===== src/lcc_pkg.sv =====
package lcc_pkg;
  // ---------------------------------------------------------------
  // Timing
  // ---------------------------------------------------------------
  localparam int CLK_MHZ = 200;
  localparam int TRKL_FILT_MS = 32;
  localparam int TRKL_FILT_CYC = TRKL_FILT_MS * 1000 * CLK_MHZ;
  localparam int EOC_FILT_US = 1000;
  localparam int EOC_FILT_CYC = EOC_FILT_US * CLK_MHZ;
  localparam int SOFT_STEP_US = 100;
  localparam int SOFT_STEP_CYC = SOFT_STEP_US * CLK_MHZ;
  localparam int TCHG_MIN_DEF = 360;
  // A minute of clock cycles does not fit in 32 bits
  localparam longint CYC_PER_MIN = longint'(60) * 1000 * 1000 * CLK_MHZ;
  // ---------------------------------------------------------------
  // Register map
  // ---------------------------------------------------------------
  localparam logic [7:0] ADDR_CTRL = 8'h00;
  localparam logic [7:0] ADDR_CUR = 8'h01;
  localparam logic [7:0] ADDR_VOLT = 8'h02;
  localparam logic [7:0] ADDR_TMR = 8'h03;
  localparam logic [7:0] ADDR_IRQ = 8'h04;
  localparam logic [7:0] ADDR_STATE = 8'h05;
  localparam logic [7:0] ADDR_WDOG = 8'h06;
  localparam logic [7:0] ADDR_WDKICK = 8'h07;
  // CTRL bits
  localparam int CTRL_DIS = 0;
  localparam int CTRL_FORCE_TRKL = 1;
  localparam int CTRL_THERMISTOR_MONITOR_EN = 2;
  localparam logic [7:0] CTRL_RST = 8'h01;
  // CUR fields: cc[2:0], eoc[5:3]; TRKL select in CUR high bits 7:6
  localparam logic [7:0] CUR_RST = 8'h00;
  localparam logic [1:0] TRKL_SEL_40MA = 2'h0;
  // VOLT fields: float[3:0], ovp[5:4]
  localparam logic [7:0] VOLT_RST = 8'h00;
  localparam logic [7:0] TMR_RST = 8'h06;
  // IRQ bits
  localparam int IRQ_OVP = 1;
  localparam int IRQ_TEMP = 2;
  localparam int IRQ_COMP = 3;
  localparam int IRQ_USBDET = 4;
  localparam int IRQ_BATTERY_DETECT_IRQ = 5;
  localparam int IRQ_TIMEOUT = 6;
  localparam int IRQ_WDOG = 7;

  typedef enum logic [2:0] {
    ST_IDLE, ST_TRKL, ST_CC, ST_CV, ST_DONE, ST_FAULT
  } lcc_state_t;

  typedef struct packed {
    logic in_valid;
    logic bat_above_trkl;
    logic bat_above_rchg;
    logic bat_above_float;
    logic bat_above_ovp;
    logic cur_below_eoc;
    logic temp_ok;
  } lcc_sense_t;

  typedef struct packed {
    logic charger_on;
    logic trickle_on;
    logic [1:0] trkl_sel;
    logic [2:0] cc_sel;
    logic [2:0] cc_ramp;
    logic cv_mode;
    logic [3:0] float_sel;
    logic [1:0] ovp_sel;
    logic [2:0] eoc_sel;
    logic ntc_bias_on;
    logic ntc_charge_window;
  } lcc_drive_t;
endpackage


===== src/lcc_top.sv =====
// Contract
// Start only with valid input, enabled, faultless
// Input-detect interrupt when input valid
// Fault during charge stops, raises interrupt
// Normal completion raises complete interrupt
// Enter precharge below threshold, stay
// Precharge current selectable, default 40 mA
// Precharge timeout turns charger off
// Above threshold moves to constant current
// Normal precharge limited to quarter timer
// Timer cleared per phase; bounds quick charge
// Threshold comparator debounced 32 ms
// Battery-detect interrupt on rising above threshold
// Forced precharge: full timer, float ends
// Precharge to current step ramps gradually
// Constant current level from bits 2:0
// Float voltage from four-bit field
// Over-voltage turns off, raises interrupt
// End needs recharge level and filtered current
// Host-programmable charger watchdog timer
// Charging forces thermistor on, charge window
// Discharging bias only when monitor enabled
// Temperature fault interrupts; stops charging
// Battery-detect fires on both directions
// Fault holds off until disable toggle/replug
// Charger state readable as encoded field
`timescale 1ns/100ps
`default_nettype none
module lcc_top
  import lcc_pkg::*;
#(
  parameter int TRKL_FILT = TRKL_FILT_CYC,
  parameter int EOC_FILT = EOC_FILT_CYC,
  parameter int SOFT_STEP = SOFT_STEP_CYC,
  parameter longint MIN_CYC = CYC_PER_MIN
) (
  input wire logic I_SYS_CLK,
  input wire logic I_ARST_N,
  input wire logic [7:0] I_ADDR,
  input wire logic [7:0] I_WDATA,
  input wire logic I_WR,
  input wire logic I_RD,
  output logic [7:0] O_RDATA,
  input wire lcc_pkg::lcc_sense_t I_SENSE,
  output lcc_pkg::lcc_drive_t O_DRIVE
);
  import lcc_pkg::*;

  // ---------------------------------------------------------------
  // Registers
  // ---------------------------------------------------------------
  logic [7:0] ctrl_reg;
  logic [7:0] cur_reg;
  logic [7:0] volt_reg;
  logic [7:0] tmr_reg;
  logic [7:0] irq_reg;
  logic [7:0] wdog_reg;
  logic [1:0] trkl_sel_reg;
  lcc_state_t state_reg;
  lcc_state_t state_next;
  logic trkl_ok_reg;
  logic [31:0] trkl_cnt_reg;
  logic eoc_ok_reg;
  logic [31:0] eoc_cnt_reg;
  logic [35:0] min_cnt_reg;
  logic [15:0] tchg_reg;
  logic [15:0] wd_cnt_reg;
  logic wd_min_reg;
  logic [31:0] ramp_cnt_reg;
  logic [2:0] ramp_reg;
  logic in_valid_d_reg;
  logic dis_d_reg;
  logic latch_reg;
  logic temp_ok_d_reg;

  wire wr_ctrl = I_WR && I_ADDR == ADDR_CTRL;
  wire dis = ctrl_reg[CTRL_DIS];
  wire force_trkl = ctrl_reg[CTRL_FORCE_TRKL];
  wire charging = state_reg == ST_TRKL || state_reg == ST_CC ||
    state_reg == ST_CV;
  wire charging_next = state_next == ST_TRKL || state_next == ST_CC ||
    state_next == ST_CV;
  wire in_rise = I_SENSE.in_valid && !in_valid_d_reg;
  wire dis_fall = !dis && dis_d_reg;
  wire wd_expired = wdog_reg[7] && wd_cnt_reg >= {8'h00, wdog_reg[6:0], 1'b0}
    && wdog_reg[6:0] != 7'h00;

  function automatic logic [15:0] tchg_limit(input logic [7:0] t,
                                            input logic quarter);
    logic [15:0] full;
    full = {8'h00, t} * 16'd30;
    tchg_limit = quarter ? {2'b00, full[15:2]} : full;
  endfunction

  wire [15:0] lim_trkl = tchg_limit(tmr_reg, !force_trkl);
  wire [15:0] lim_qc = tchg_limit(tmr_reg, 1'b0);

  // ---------------------------------------------------------------
  // Host register writes
  // ---------------------------------------------------------------
  always_ff @(posedge I_SYS_CLK or negedge I_ARST_N) begin
    if (!I_ARST_N) begin
      ctrl_reg <= CTRL_RST;
      cur_reg <= CUR_RST;
      volt_reg <= VOLT_RST;
      tmr_reg <= TMR_RST;
      wdog_reg <= 8'h00;
      trkl_sel_reg <= TRKL_SEL_40MA;
    end else begin
      if (wr_ctrl) begin
        ctrl_reg <= I_WDATA;
      end
      if (I_WR && I_ADDR == ADDR_CUR) begin
        cur_reg <= I_WDATA;
        trkl_sel_reg <= I_WDATA[7:6];
      end
      if (I_WR && I_ADDR == ADDR_VOLT) begin
        volt_reg <= I_WDATA;
      end
      if (I_WR && I_ADDR == ADDR_TMR) begin
        tmr_reg <= I_WDATA;
      end
      if (I_WR && I_ADDR == ADDR_WDOG) begin
        wdog_reg <= I_WDATA;
      end
    end
  end

  always_ff @(posedge I_SYS_CLK or negedge I_ARST_N) begin
    if (!I_ARST_N) begin
      O_RDATA <= 8'h00;
    end else if (I_RD) begin
      unique case (I_ADDR)
        ADDR_CTRL: O_RDATA <= ctrl_reg;
        ADDR_CUR: O_RDATA <= {trkl_sel_reg, cur_reg[5:0]};
        ADDR_VOLT: O_RDATA <= volt_reg;
        ADDR_TMR: O_RDATA <= tmr_reg;
        ADDR_IRQ: O_RDATA <= irq_reg;
        ADDR_STATE: O_RDATA <= {5'h00, state_reg};
        ADDR_WDOG: O_RDATA <= wdog_reg;
        default: O_RDATA <= 8'h00;
      endcase
    end else begin
      O_RDATA <= 8'h00;
    end
  end

  // ---------------------------------------------------------------
  // Comparator filters
  // ---------------------------------------------------------------
  // Long debounce keeps chatter near 3.0 V from bouncing phases
  always_ff @(posedge I_SYS_CLK or negedge I_ARST_N) begin
    if (!I_ARST_N) begin
      trkl_ok_reg <= 1'b0;
      trkl_cnt_reg <= 32'h0;
    end else if (I_SENSE.bat_above_trkl == trkl_ok_reg) begin
      trkl_cnt_reg <= 32'h0;
    end else if (trkl_cnt_reg >= 32'(TRKL_FILT - 1)) begin
      trkl_ok_reg <= I_SENSE.bat_above_trkl;
      trkl_cnt_reg <= 32'h0;
    end else begin
      trkl_cnt_reg <= trkl_cnt_reg + 32'h1;
    end
  end

  always_ff @(posedge I_SYS_CLK or negedge I_ARST_N) begin
    if (!I_ARST_N) begin
      eoc_ok_reg <= 1'b0;
      eoc_cnt_reg <= 32'h0;
    end else if (!I_SENSE.cur_below_eoc || state_reg != ST_CV) begin
      eoc_ok_reg <= 1'b0;
      eoc_cnt_reg <= 32'h0;
    end else if (eoc_cnt_reg >= 32'(EOC_FILT - 1)) begin
      eoc_ok_reg <= 1'b1;
    end else begin
      eoc_cnt_reg <= eoc_cnt_reg + 32'h1;
    end
  end

  // ---------------------------------------------------------------
  // Charge and watchdog timers, counted in minutes
  // ---------------------------------------------------------------
  always_ff @(posedge I_SYS_CLK or negedge I_ARST_N) begin
    if (!I_ARST_N) begin
      min_cnt_reg <= 36'h0;
      wd_min_reg <= 1'b0;
      tchg_reg <= 16'h0;
    end else begin
      wd_min_reg <= min_cnt_reg >= 36'(MIN_CYC - 1);
      if (state_next != state_reg || !charging) begin
        min_cnt_reg <= 36'h0;
        tchg_reg <= 16'h0;
      end else if (min_cnt_reg >= 36'(MIN_CYC - 1)) begin
        min_cnt_reg <= 36'h0;
        tchg_reg <= tchg_reg + 16'h1;
      end else begin
        min_cnt_reg <= min_cnt_reg + 36'h1;
      end
    end
  end

  always_ff @(posedge I_SYS_CLK or negedge I_ARST_N) begin
    if (!I_ARST_N) begin
      wd_cnt_reg <= 16'h0;
    end else if ((I_WR && I_ADDR == ADDR_WDKICK) || !wdog_reg[7] ||
                 !charging) begin
      wd_cnt_reg <= 16'h0;
    end else if (wd_min_reg && !wd_expired) begin
      wd_cnt_reg <= wd_cnt_reg + 16'h1;
    end
  end

  // ---------------------------------------------------------------
  // Charger state machine
  // ---------------------------------------------------------------
  always_comb begin
    state_next = state_reg;
    unique case (state_reg)
      ST_IDLE: begin
        if (I_SENSE.in_valid && !dis && !latch_reg &&
            I_SENSE.temp_ok && !I_SENSE.bat_above_ovp) begin
          state_next = (!trkl_ok_reg || force_trkl) ? ST_TRKL : ST_CC;
        end
      end
      ST_TRKL: begin
        if (tchg_reg >= lim_trkl) begin
          state_next = ST_FAULT;
        end else if (force_trkl && I_SENSE.bat_above_float) begin
          state_next = ST_DONE;
        end else if (!force_trkl && trkl_ok_reg) begin
          state_next = ST_CC;
        end
      end
      ST_CC: begin
        if (tchg_reg >= lim_qc) begin
          state_next = ST_FAULT;
        end else if (I_SENSE.bat_above_float) begin
          state_next = ST_CV;
        end
      end
      ST_CV: begin
        if (tchg_reg >= lim_qc) begin
          state_next = ST_FAULT;
        end else if (eoc_ok_reg && I_SENSE.bat_above_rchg) begin
          state_next = ST_DONE;
        end
      end
      ST_DONE: begin
        if (!I_SENSE.in_valid || dis) begin
          state_next = ST_IDLE;
        end
      end
      ST_FAULT: begin
        if (!latch_reg) begin
          state_next = ST_IDLE;
        end
      end
    endcase
    // Faults override every charging phase
    if (charging && (!I_SENSE.in_valid || dis)) begin
      state_next = ST_IDLE;
    end
    if (charging && (I_SENSE.bat_above_ovp || !I_SENSE.temp_ok ||
        wd_expired)) begin
      state_next = ST_FAULT;
    end
  end

  always_ff @(posedge I_SYS_CLK or negedge I_ARST_N) begin
    if (!I_ARST_N) begin
      state_reg <= ST_IDLE;
    end else begin
      state_reg <= state_next;
    end
  end

  // Fault latch; cleared by disable toggle or input replug
  always_ff @(posedge I_SYS_CLK or negedge I_ARST_N) begin
    if (!I_ARST_N) begin
      latch_reg <= 1'b0;
      in_valid_d_reg <= 1'b0;
      dis_d_reg <= 1'b0;
      temp_ok_d_reg <= 1'b1;
    end else begin
      in_valid_d_reg <= I_SENSE.in_valid;
      dis_d_reg <= dis;
      temp_ok_d_reg <= I_SENSE.temp_ok;
      // Set only on entry, else the latch would hold itself forever
      if (state_next == ST_FAULT && state_reg != ST_FAULT) begin
        latch_reg <= 1'b1;
      end else if (dis_fall || in_rise) begin
        latch_reg <= 1'b0;
      end
    end
  end

  // ---------------------------------------------------------------
  // Interrupt flags; a new event beats a same-cycle clear
  // ---------------------------------------------------------------
  logic [7:0] irq_set;
  logic trkl_ok_d_reg;
  always_ff @(posedge I_SYS_CLK or negedge I_ARST_N) begin
    if (!I_ARST_N) begin
      trkl_ok_d_reg <= 1'b0;
    end else begin
      trkl_ok_d_reg <= trkl_ok_reg;
    end
  end

  always_comb begin
    irq_set = 8'h00;
    irq_set[IRQ_USBDET] = in_rise;
    irq_set[IRQ_BATTERY_DETECT_IRQ] = trkl_ok_reg != trkl_ok_d_reg;
    irq_set[IRQ_OVP] = charging && I_SENSE.bat_above_ovp;
    // Temperature checked while charging, and in discharge only when monitor enabled
    irq_set[IRQ_TEMP] = !I_SENSE.temp_ok && temp_ok_d_reg &&
      (charging || ctrl_reg[CTRL_THERMISTOR_MONITOR_EN]);
    irq_set[IRQ_COMP] = state_next == ST_DONE && state_reg != ST_DONE;
    irq_set[IRQ_TIMEOUT] = state_next == ST_FAULT &&
      ((state_reg == ST_TRKL && tchg_reg >= lim_trkl) ||
      ((state_reg == ST_CC || state_reg == ST_CV) && tchg_reg >= lim_qc));
    irq_set[IRQ_WDOG] = charging && wd_expired;
  end

  always_ff @(posedge I_SYS_CLK or negedge I_ARST_N) begin
    if (!I_ARST_N) begin
      irq_reg <= 8'h00;
    end else if (I_WR && I_ADDR == ADDR_IRQ) begin
      irq_reg <= (irq_reg & ~I_WDATA) | irq_set;
    end else begin
      irq_reg <= irq_reg | irq_set;
    end
  end

  // ---------------------------------------------------------------
  // Soft ramp of current level after precharge
  // ---------------------------------------------------------------
  always_ff @(posedge I_SYS_CLK or negedge I_ARST_N) begin
    if (!I_ARST_N) begin
      ramp_reg <= 3'h0;
      ramp_cnt_reg <= 32'h0;
    end else if (state_reg != ST_CC && state_reg != ST_CV) begin
      ramp_reg <= 3'h0;
      ramp_cnt_reg <= 32'h0;
    end else if (ramp_reg > cur_reg[2:0]) begin
      ramp_reg <= cur_reg[2:0];
    end else if (ramp_reg != cur_reg[2:0]) begin
      if (ramp_cnt_reg >= 32'(SOFT_STEP - 1)) begin
        ramp_cnt_reg <= 32'h0;
        ramp_reg <= ramp_reg + 3'h1;
      end else begin
        ramp_cnt_reg <= ramp_cnt_reg + 32'h1;
      end
    end
  end

  // ---------------------------------------------------------------
  // Analog controls
  // ---------------------------------------------------------------
  always_ff @(posedge I_SYS_CLK or negedge I_ARST_N) begin
    if (!I_ARST_N) begin
      O_DRIVE <= '0;
    end else begin
      O_DRIVE.charger_on <= state_next == ST_CC || state_next == ST_CV;
      O_DRIVE.trickle_on <= state_next == ST_TRKL;
      O_DRIVE.trkl_sel <= trkl_sel_reg;
      O_DRIVE.cc_sel <= cur_reg[2:0];
      // Clamp so a lowered setting never sees the ramp above it
      O_DRIVE.cc_ramp <= (ramp_reg > cur_reg[2:0]) ? cur_reg[2:0] :
        ramp_reg;
      O_DRIVE.cv_mode <= state_next == ST_CV;
      O_DRIVE.float_sel <= volt_reg[3:0];
      O_DRIVE.ovp_sel <= volt_reg[5:4];
      O_DRIVE.eoc_sel <= cur_reg[5:3];
      O_DRIVE.ntc_bias_on <= charging_next ||
        ctrl_reg[CTRL_THERMISTOR_MONITOR_EN];
      O_DRIVE.ntc_charge_window <= charging_next;
    end
  end
endmodule
`default_nettype wire


===== config.mk =====
export PLATFORM = sky130hd
export DESIGN_NAME = lcc_top
export DESIGN_NICKNAME = d
export VERILOG_FILES = /design/src/lcc_pkg.sv /design/src/lcc_top.sv
export SDC_FILE = /design/constraint.sdc
export NUM_CORES = 1
export LEC_CHECK = 0
export ABC_CLOCK_PERIOD_IN_PS = 7700
export BUFFER_PORTS_ARGS = -buffer_cell sky130_fd_sc_hd__buf_4
export CAP_MARGIN = 20
export CELL_PAD_IN_SITES_DETAIL_PLACEMENT = 0
export CELL_PAD_IN_SITES_GLOBAL_PLACEMENT = 1
export CORE_UTILIZATION = 49
export DETAILED_ROUTE_END_ITERATION = 7
export GPL_ROUTABILITY_DRIVEN = 0
export HOLD_SLACK_MARGIN = 0.06
export PLACE_DENSITY_LB_ADDON = 0.05
export SETUP_SLACK_MARGIN = 0.2
export SLEW_MARGIN = 20
export SYNTH_ARGS = -nofsm -noshare
export SYNTH_HDL_FRONTEND = slang
export SYNTH_SLANG_ARGS = --single-unit

===== constraint.sdc =====
create_clock -name I_SYS_CLK -period 7.7 [get_ports I_SYS_CLK]
set_input_delay 2.31 -clock I_SYS_CLK [delete_from_list [all_inputs] [get_ports I_SYS_CLK]]
set_output_delay 2.31 -clock I_SYS_CLK [all_outputs]
set_load 0.005 [all_outputs]

**Word level (Yosys, flattened, before mapping)**

Cells that the tools add are included.

- Eq/ne operators: 27
- $mul: 1
- Reduce and logical (&&, ||, !) cells: 74
- Bitwise operators: 5
- Order comparisons: 8
- Multiplexer cells: 41
- Add/sub/neg operators: 7

Operators by type and width:

| kind | number |
|---|---|
| $mux 32 | 8 |
| $add 32x1->32 const B | 3 |
| $mux 36 | 2 |
| $mux 16 | 4 |
| $pmux 8 s7 | 1 |
| $mux 3 | 17 |
| $add 36x1->36 const B | 1 |
| $ge 36x34->1 const B | 1 |
| $add 16x1->16 const B | 2 |
| $eq 8x3->1 const B | 4 |
| $ge 16x13->1 | 2 |
| $ge 32x15->1 const B | 1 |
| $ge 32x18->1 const B | 1 |
| $ge 32x23->1 const B | 1 |
| $logic_and 1x1->1 | 31 |
| $logic_or 1x1->1 | 18 |
| $pmux 3 s6 | 1 |
| $eq 8x2->1 const B | 2 |
| $ge 16x8->1 | 1 |
| $mux 8 | 2 |
| $or 8x8->8 | 2 |
| $mux 13 | 1 |
| $eq 3x2->1 const B | 4 |
| $eq 3x3->1 const B | 4 |
| other kinds (23) | 49 |

- Bits of input ports: 27
- Register bits after elaboration: 256

**Depth between registers and ports, before layout**

- Word-level depth: 13
- Mapped depth: 23
- Gate-level depth less buffers: 21

**Worst setup path before layout**

OpenSTA, ideal clock, no wires.

- Kind: register to register
- From: register tmr_reg[2]
- To: register min_cnt_reg[12]
- Buffers on the path: 2
- Cell stages (with the launch flop): 24
- Required time: 7.571 ns
- Arrival time: 5.443 ns
- Path slack: 2.128 ns
- Path through: dfstp_2 -> inv_1 -> fa_1 -> fa_1 -> inv_1 -> ha_1 -> nor2b_1 -> o31a_1 -> o311a_4 -> o21a_1 -> nor2_1 -> xnor2_1 -> nand2_1 -> ha_1 -> a21o_1 -> a221o_1 -> nand3_1 -> o221ai_1 -> nor3_1 -> o311ai_0 -> nand3_1 -> clkbuf_1 -> buf_2 -> nor3_2

- Longest elaborated chain between the ends: 10
- Elaborated cells on any way between the ends: 13
- Classes of those cells: 1 x mul; 2 x order compare; 1 x eq/ne; 8 x mux; 1 x reduce/logical

Ends and longest elaborated chain:

| item | line | source |
|---|---|---|
| from (decl) | lcc_top.sv:55 | `logic [7:0] tmr_reg;` |
| from (signal assigned) | lcc_top.sv:106 | `tmr_reg <= TMR_RST;` |
| from (signal assigned) | lcc_top.sv:121 | `tmr_reg <= I_WDATA;` |
| $mul 8x4->12 (*) | lcc_top.sv:91 | `full = {8'h00, t} * 16'd30;` |
| $mux 13 | lcc_top.sv:92 | `tchg_limit = quarter ? {2'b00, full[15:2]} : full;` |
| $ge 16x13->1 | lcc_top.sv:226 | `if (tchg_reg >= lim_trkl) begin` |
| $mux 3 | lcc_top.sv:226 |  |
| $pmux 3 s6 (*) | lcc_top.sv:218 | `unique case (state_reg)` |
| $mux 3 (*) | lcc_top.sv:260 | `if (charging && (!I_SENSE.in_valid \|\| dis)) begin` |
| $mux 3 (*) | lcc_top.sv:263 | `if (charging && (I_SENSE.bat_above_ovp \|\| !I_SENSE.temp_ok \|\|` |
| $ne 3x3->1 (*) | lcc_top.sv:190 | `if (state_next != state_reg \|\| !charging) begin` |
| $logic_or 1x1->1 (*) | lcc_top.sv:190 |  |
| $mux 36 (*) | lcc_top.sv:190 |  |
| to (signal assigned) | lcc_top.sv:197 | `min_cnt_reg <= min_cnt_reg + 36'h1;` |
| to (decl) | lcc_top.sv:65 | `logic [35:0] min_cnt_reg;` |

Every way passes the cells marked *; elsewhere a longest branch is shown, timed or not.
A chain may end at the register's enable or synchronous reset.

**Worst setup path in the final report**

- From: register tmr_reg[2]
- To: register tchg_reg[7]

- Longest elaborated chain between the ends: 10
- Elaborated cells on any way between the ends: 14
- Classes of those cells: 1 x mul; 2 x order compare; 1 x eq/ne; 8 x mux; 2 x reduce/logical

Ends and longest elaborated chain:

| item | line | source |
|---|---|---|
| $mul 8x4->12 (*) | lcc_top.sv:91 |  |
| $mux 13 | lcc_top.sv:92 |  |
| $ge 16x13->1 | lcc_top.sv:226 |  |
| $mux 3 | lcc_top.sv:226 |  |
| $pmux 3 s6 (*) | lcc_top.sv:218 |  |
| $mux 3 (*) | lcc_top.sv:260 |  |
| $mux 3 (*) | lcc_top.sv:263 |  |
| $ne 3x3->1 (*) | lcc_top.sv:190 |  |
| $logic_or 1x1->1 (*) | lcc_top.sv:190 |  |
| $mux 16 or $reduce_bool 2->1 (tied branches) | -- |  |
| to (signal assigned) | lcc_top.sv:195 | `tchg_reg <= tchg_reg + 16'h1;` |
| to (decl) | lcc_top.sv:66 | `logic [15:0] tchg_reg;` |

Marked as above.

==> impl_metrics.tcl <==
set metrics [dict create \
    hp-start "cur_reg[5]" \
    hold_end "O_DRIVE[4]" \
    crit_path_end_kind "flip-flop" \
    cts_buffer_depth 3 \
    synth_cell_types 73 \
    max_stage_delay_ns 0.59 \
    cp_max_fo 26 \
    grt_pass1_wl_um 49600 \
    routedWlPerCell_um 16.6 \
    area_growth_syn_to_layout_pct 13.8 \
    synth-async-reset-ratio 1.00 \
    arrival_ns 7.06 \
    power_leakage_nw 6.93 \
    drt_iter0_drc 629 \
    reg2reg_depth 22 \
    cap_violations 0 \
    ys.flop_type "dfrtp_1" \
    num-nets-final 1506 \
    via_per_inst 5.57 \
    maxSlewHeadroom 0.319 \
    hold_violations 0 \
    min_path_cells 0 \
    cts-root-buf "clkbuf_16" \
    io_pins 57 \
    drt_first_pass_iters 6 \
    tightest_slew_ns 1.01 \
    finalSetupTns_ns 0 \
    rows 60 \
    fillers 2432 \
    ctsResizeCount 0 \
    grt_usage 0.214 \
    cts_tree "yes" \
    worst-setup-path-type "flip-flop to flip-flop" \
    cp-start-kind "flip-flop" \
    place_ws_ns 1.08 \
    cts-buffers-inserted 28 \
    grt_setup_unrepaired "no" \
    num_vias 9883 \
    drcViolationCount 0 \
    synth.area.top_cells "dfrtp_1 (46%), ha_1 (5.1%), nand2_1 (3.8%)" \
    die_x_um 168 \
    peakVddDrop_mv 0.238 \
    grt_max_degree 152 \
    finalWorstSetupSlack_ns 1.08 \
    rrSetupSlack_ns 1.08 \
    initial_utilization 0.502 \
    critPathTopFamily "compound AO/OA/AOI/OAI gates" \
    whs_ns 0.402 \
    synth_seq_cells 256 \
    synth_top_area_frac 0.465 \
    cts_setup_buffers 0 \
    antenna_found_initial 0 \
    synth_seq_area_share 0.473 \
    overflow 0 \
    r2r_end "tchg_reg[7]" \
    power_density_nw_per_um2 259 \
    yosysWarnings 0 \
    n_antenna_cell 0 \
    crit_required_ns 8.15 \
    cp_cell_sequence "inv_1, fa_1, fa_1, inv_1, ha_1, nor2b_1, o31a_1, o311a_4, o21a_1, nor2_1, xnor2_1, nand2_1, ha_1, and3_1, o2111ai_1, nand4b_1, o221ai_1, nor3_1, o311ai_0, nand3_2, buf_4, nor3_1" \
    synth_area_um2 13600 \
    grt_pass1_vias 9637 \
    insertion_delay_ns 0.55 \
    setup_violations 0 \
    post_route_cells_drive_above_1_share 0.136 \
    slew_viol_final 0 \
    critPathBufInv 3 \
    synth-edff-count 0 \
    critPathSlowestCell "nand3_2" \
    cts_num_sinks 256 \
    die_h_um 168 \
    cts_max_level 1 \
    fin_crit_ns 6.62 \
    dpl.hpwl_um 20400 \
    yosysMostFrequentCell "dfrtp_1" \
    outcome "finished clean" \
    cts_hold_buffers 0 \
    core_area_um2 27000 \
    finalCritPeriodShare 0.859 \
    largest_reg_flops 36 \
    dieArea_um2 28300 \
    drt-total-wl_um 29500 \
    max_freq_mhz 151 \
    synth_top_area_cell "dfrtp_1" \
    ys_top_cells_by_count "dfrtp_1 (252), nand2_1 (139), nor2_1 (126)" \
    synth_area_per_cell_um2 10.0 \
    clock_skew_ns 0.0120 \
    synth_cells 1350 \
    path_clk_slew_ns 0.06 \
    port_buffers 56 \
    drtAntennaViolNets 0 \
    final_area_um2 15400 \
    placed_cell_area_um2 14400 \
    hp-class "flip-flop to flip-flop" \
    power.total_mw 4.00 \
    rr_startpoint "tmr_reg[2]" \
]
## how the worst max path moves through the flow
stage	start	cells past startpoint	slack [ns]	endpoint
2_1_floorplan	tmr_reg[2]	23	2.13	min_cnt_reg[12]
5_1_grt	tmr_reg[1]	22	0.59	tchg_reg[1]
3_5_place_dp	tmr_reg[2]	22	1.08	min_cnt_reg[8]
4_1_cts	tmr_reg[2]	22	1.03	tchg_reg[7]
3_3_place_gp	tmr_reg[2]	22	1.25	min_cnt_reg[8]
6_report	tmr_reg[2]	22	1.08	tchg_reg[7]
## placed cells by master, fill, tap and decap left out, types with 42 or more instances in the layout
cell type / Yosys / routed
dfrtp_1: 252 / 252
nand2_1: 139 / 139
nor2_1: 126 / 126
buf_4: 1 / 61
nand3_1: 61 / 60
inv_1: 56 / 56
xor2_1: 56 / 56
ha_1: 55 / 55
o21ai_0: 52 / 52
xnor2_1: 49 / 49
a21oi_1: 46 / 46
nor3_1: 46 / 46
mux2_2: 42 / 42
## area by class of cell
class	count	area [um2]	share of cell area
multi-input combinational	1006	6830	0.442
sequential	256	6410	0.416
clock buffer	37	806	0.0522
timing repair buffer	63	493	0.0320
tap	341	427	0.0277
clock inverter	15	256	0.0166
inverter	56	210	0.0136
## power breakdown
group,internal [mW],total (mW),switching [mW]
registers,1.40,1.47,0.0738
clock network,0.968,1.52,0.553
logic,0.340,1.01,0.668
## metal layers
| layer | vias to the layer above | wire [um] | GRT usage |
|---|---|---|---|
| met5 | - | 0 | 0 |
| met4 | 0 | 527 | 0.0474 |
| met3 | 40 | 832 | 0.0268 |
| met2 | 130 | 13700 | 0.348 |
| met1 | 4849 | 14400 | 0.308 |
| li1 | 4864 | - | - |
## stage by stage
step	utilization	std cells
2_1_floorplan	-	1362
3_3_place_gp	0.531	1722
3_5_place_dp	0.531	1722
4_1_cts	0.571	1774
5_1_grt	0.571	1774
6_report	0.571	1774
## logic make-up (layout without fill, tap and decap cells)
family,count (synthesis),count (layout),share of synthesized area
XOR/XNOR,105,105,0.0678
buffers and inverters,100,171,0.0293
AO/OA/AOI/OAI,201,201,0.0990
AND/OR/NAND/NOR,559,559,0.210
multiplexers,59,59,0.0502
other,1,13,0.000276
flip-flops,256,256,0.473
adder cells (fa/ha/maj),69,69,0.0707
(Power assumes the default switching activity.)
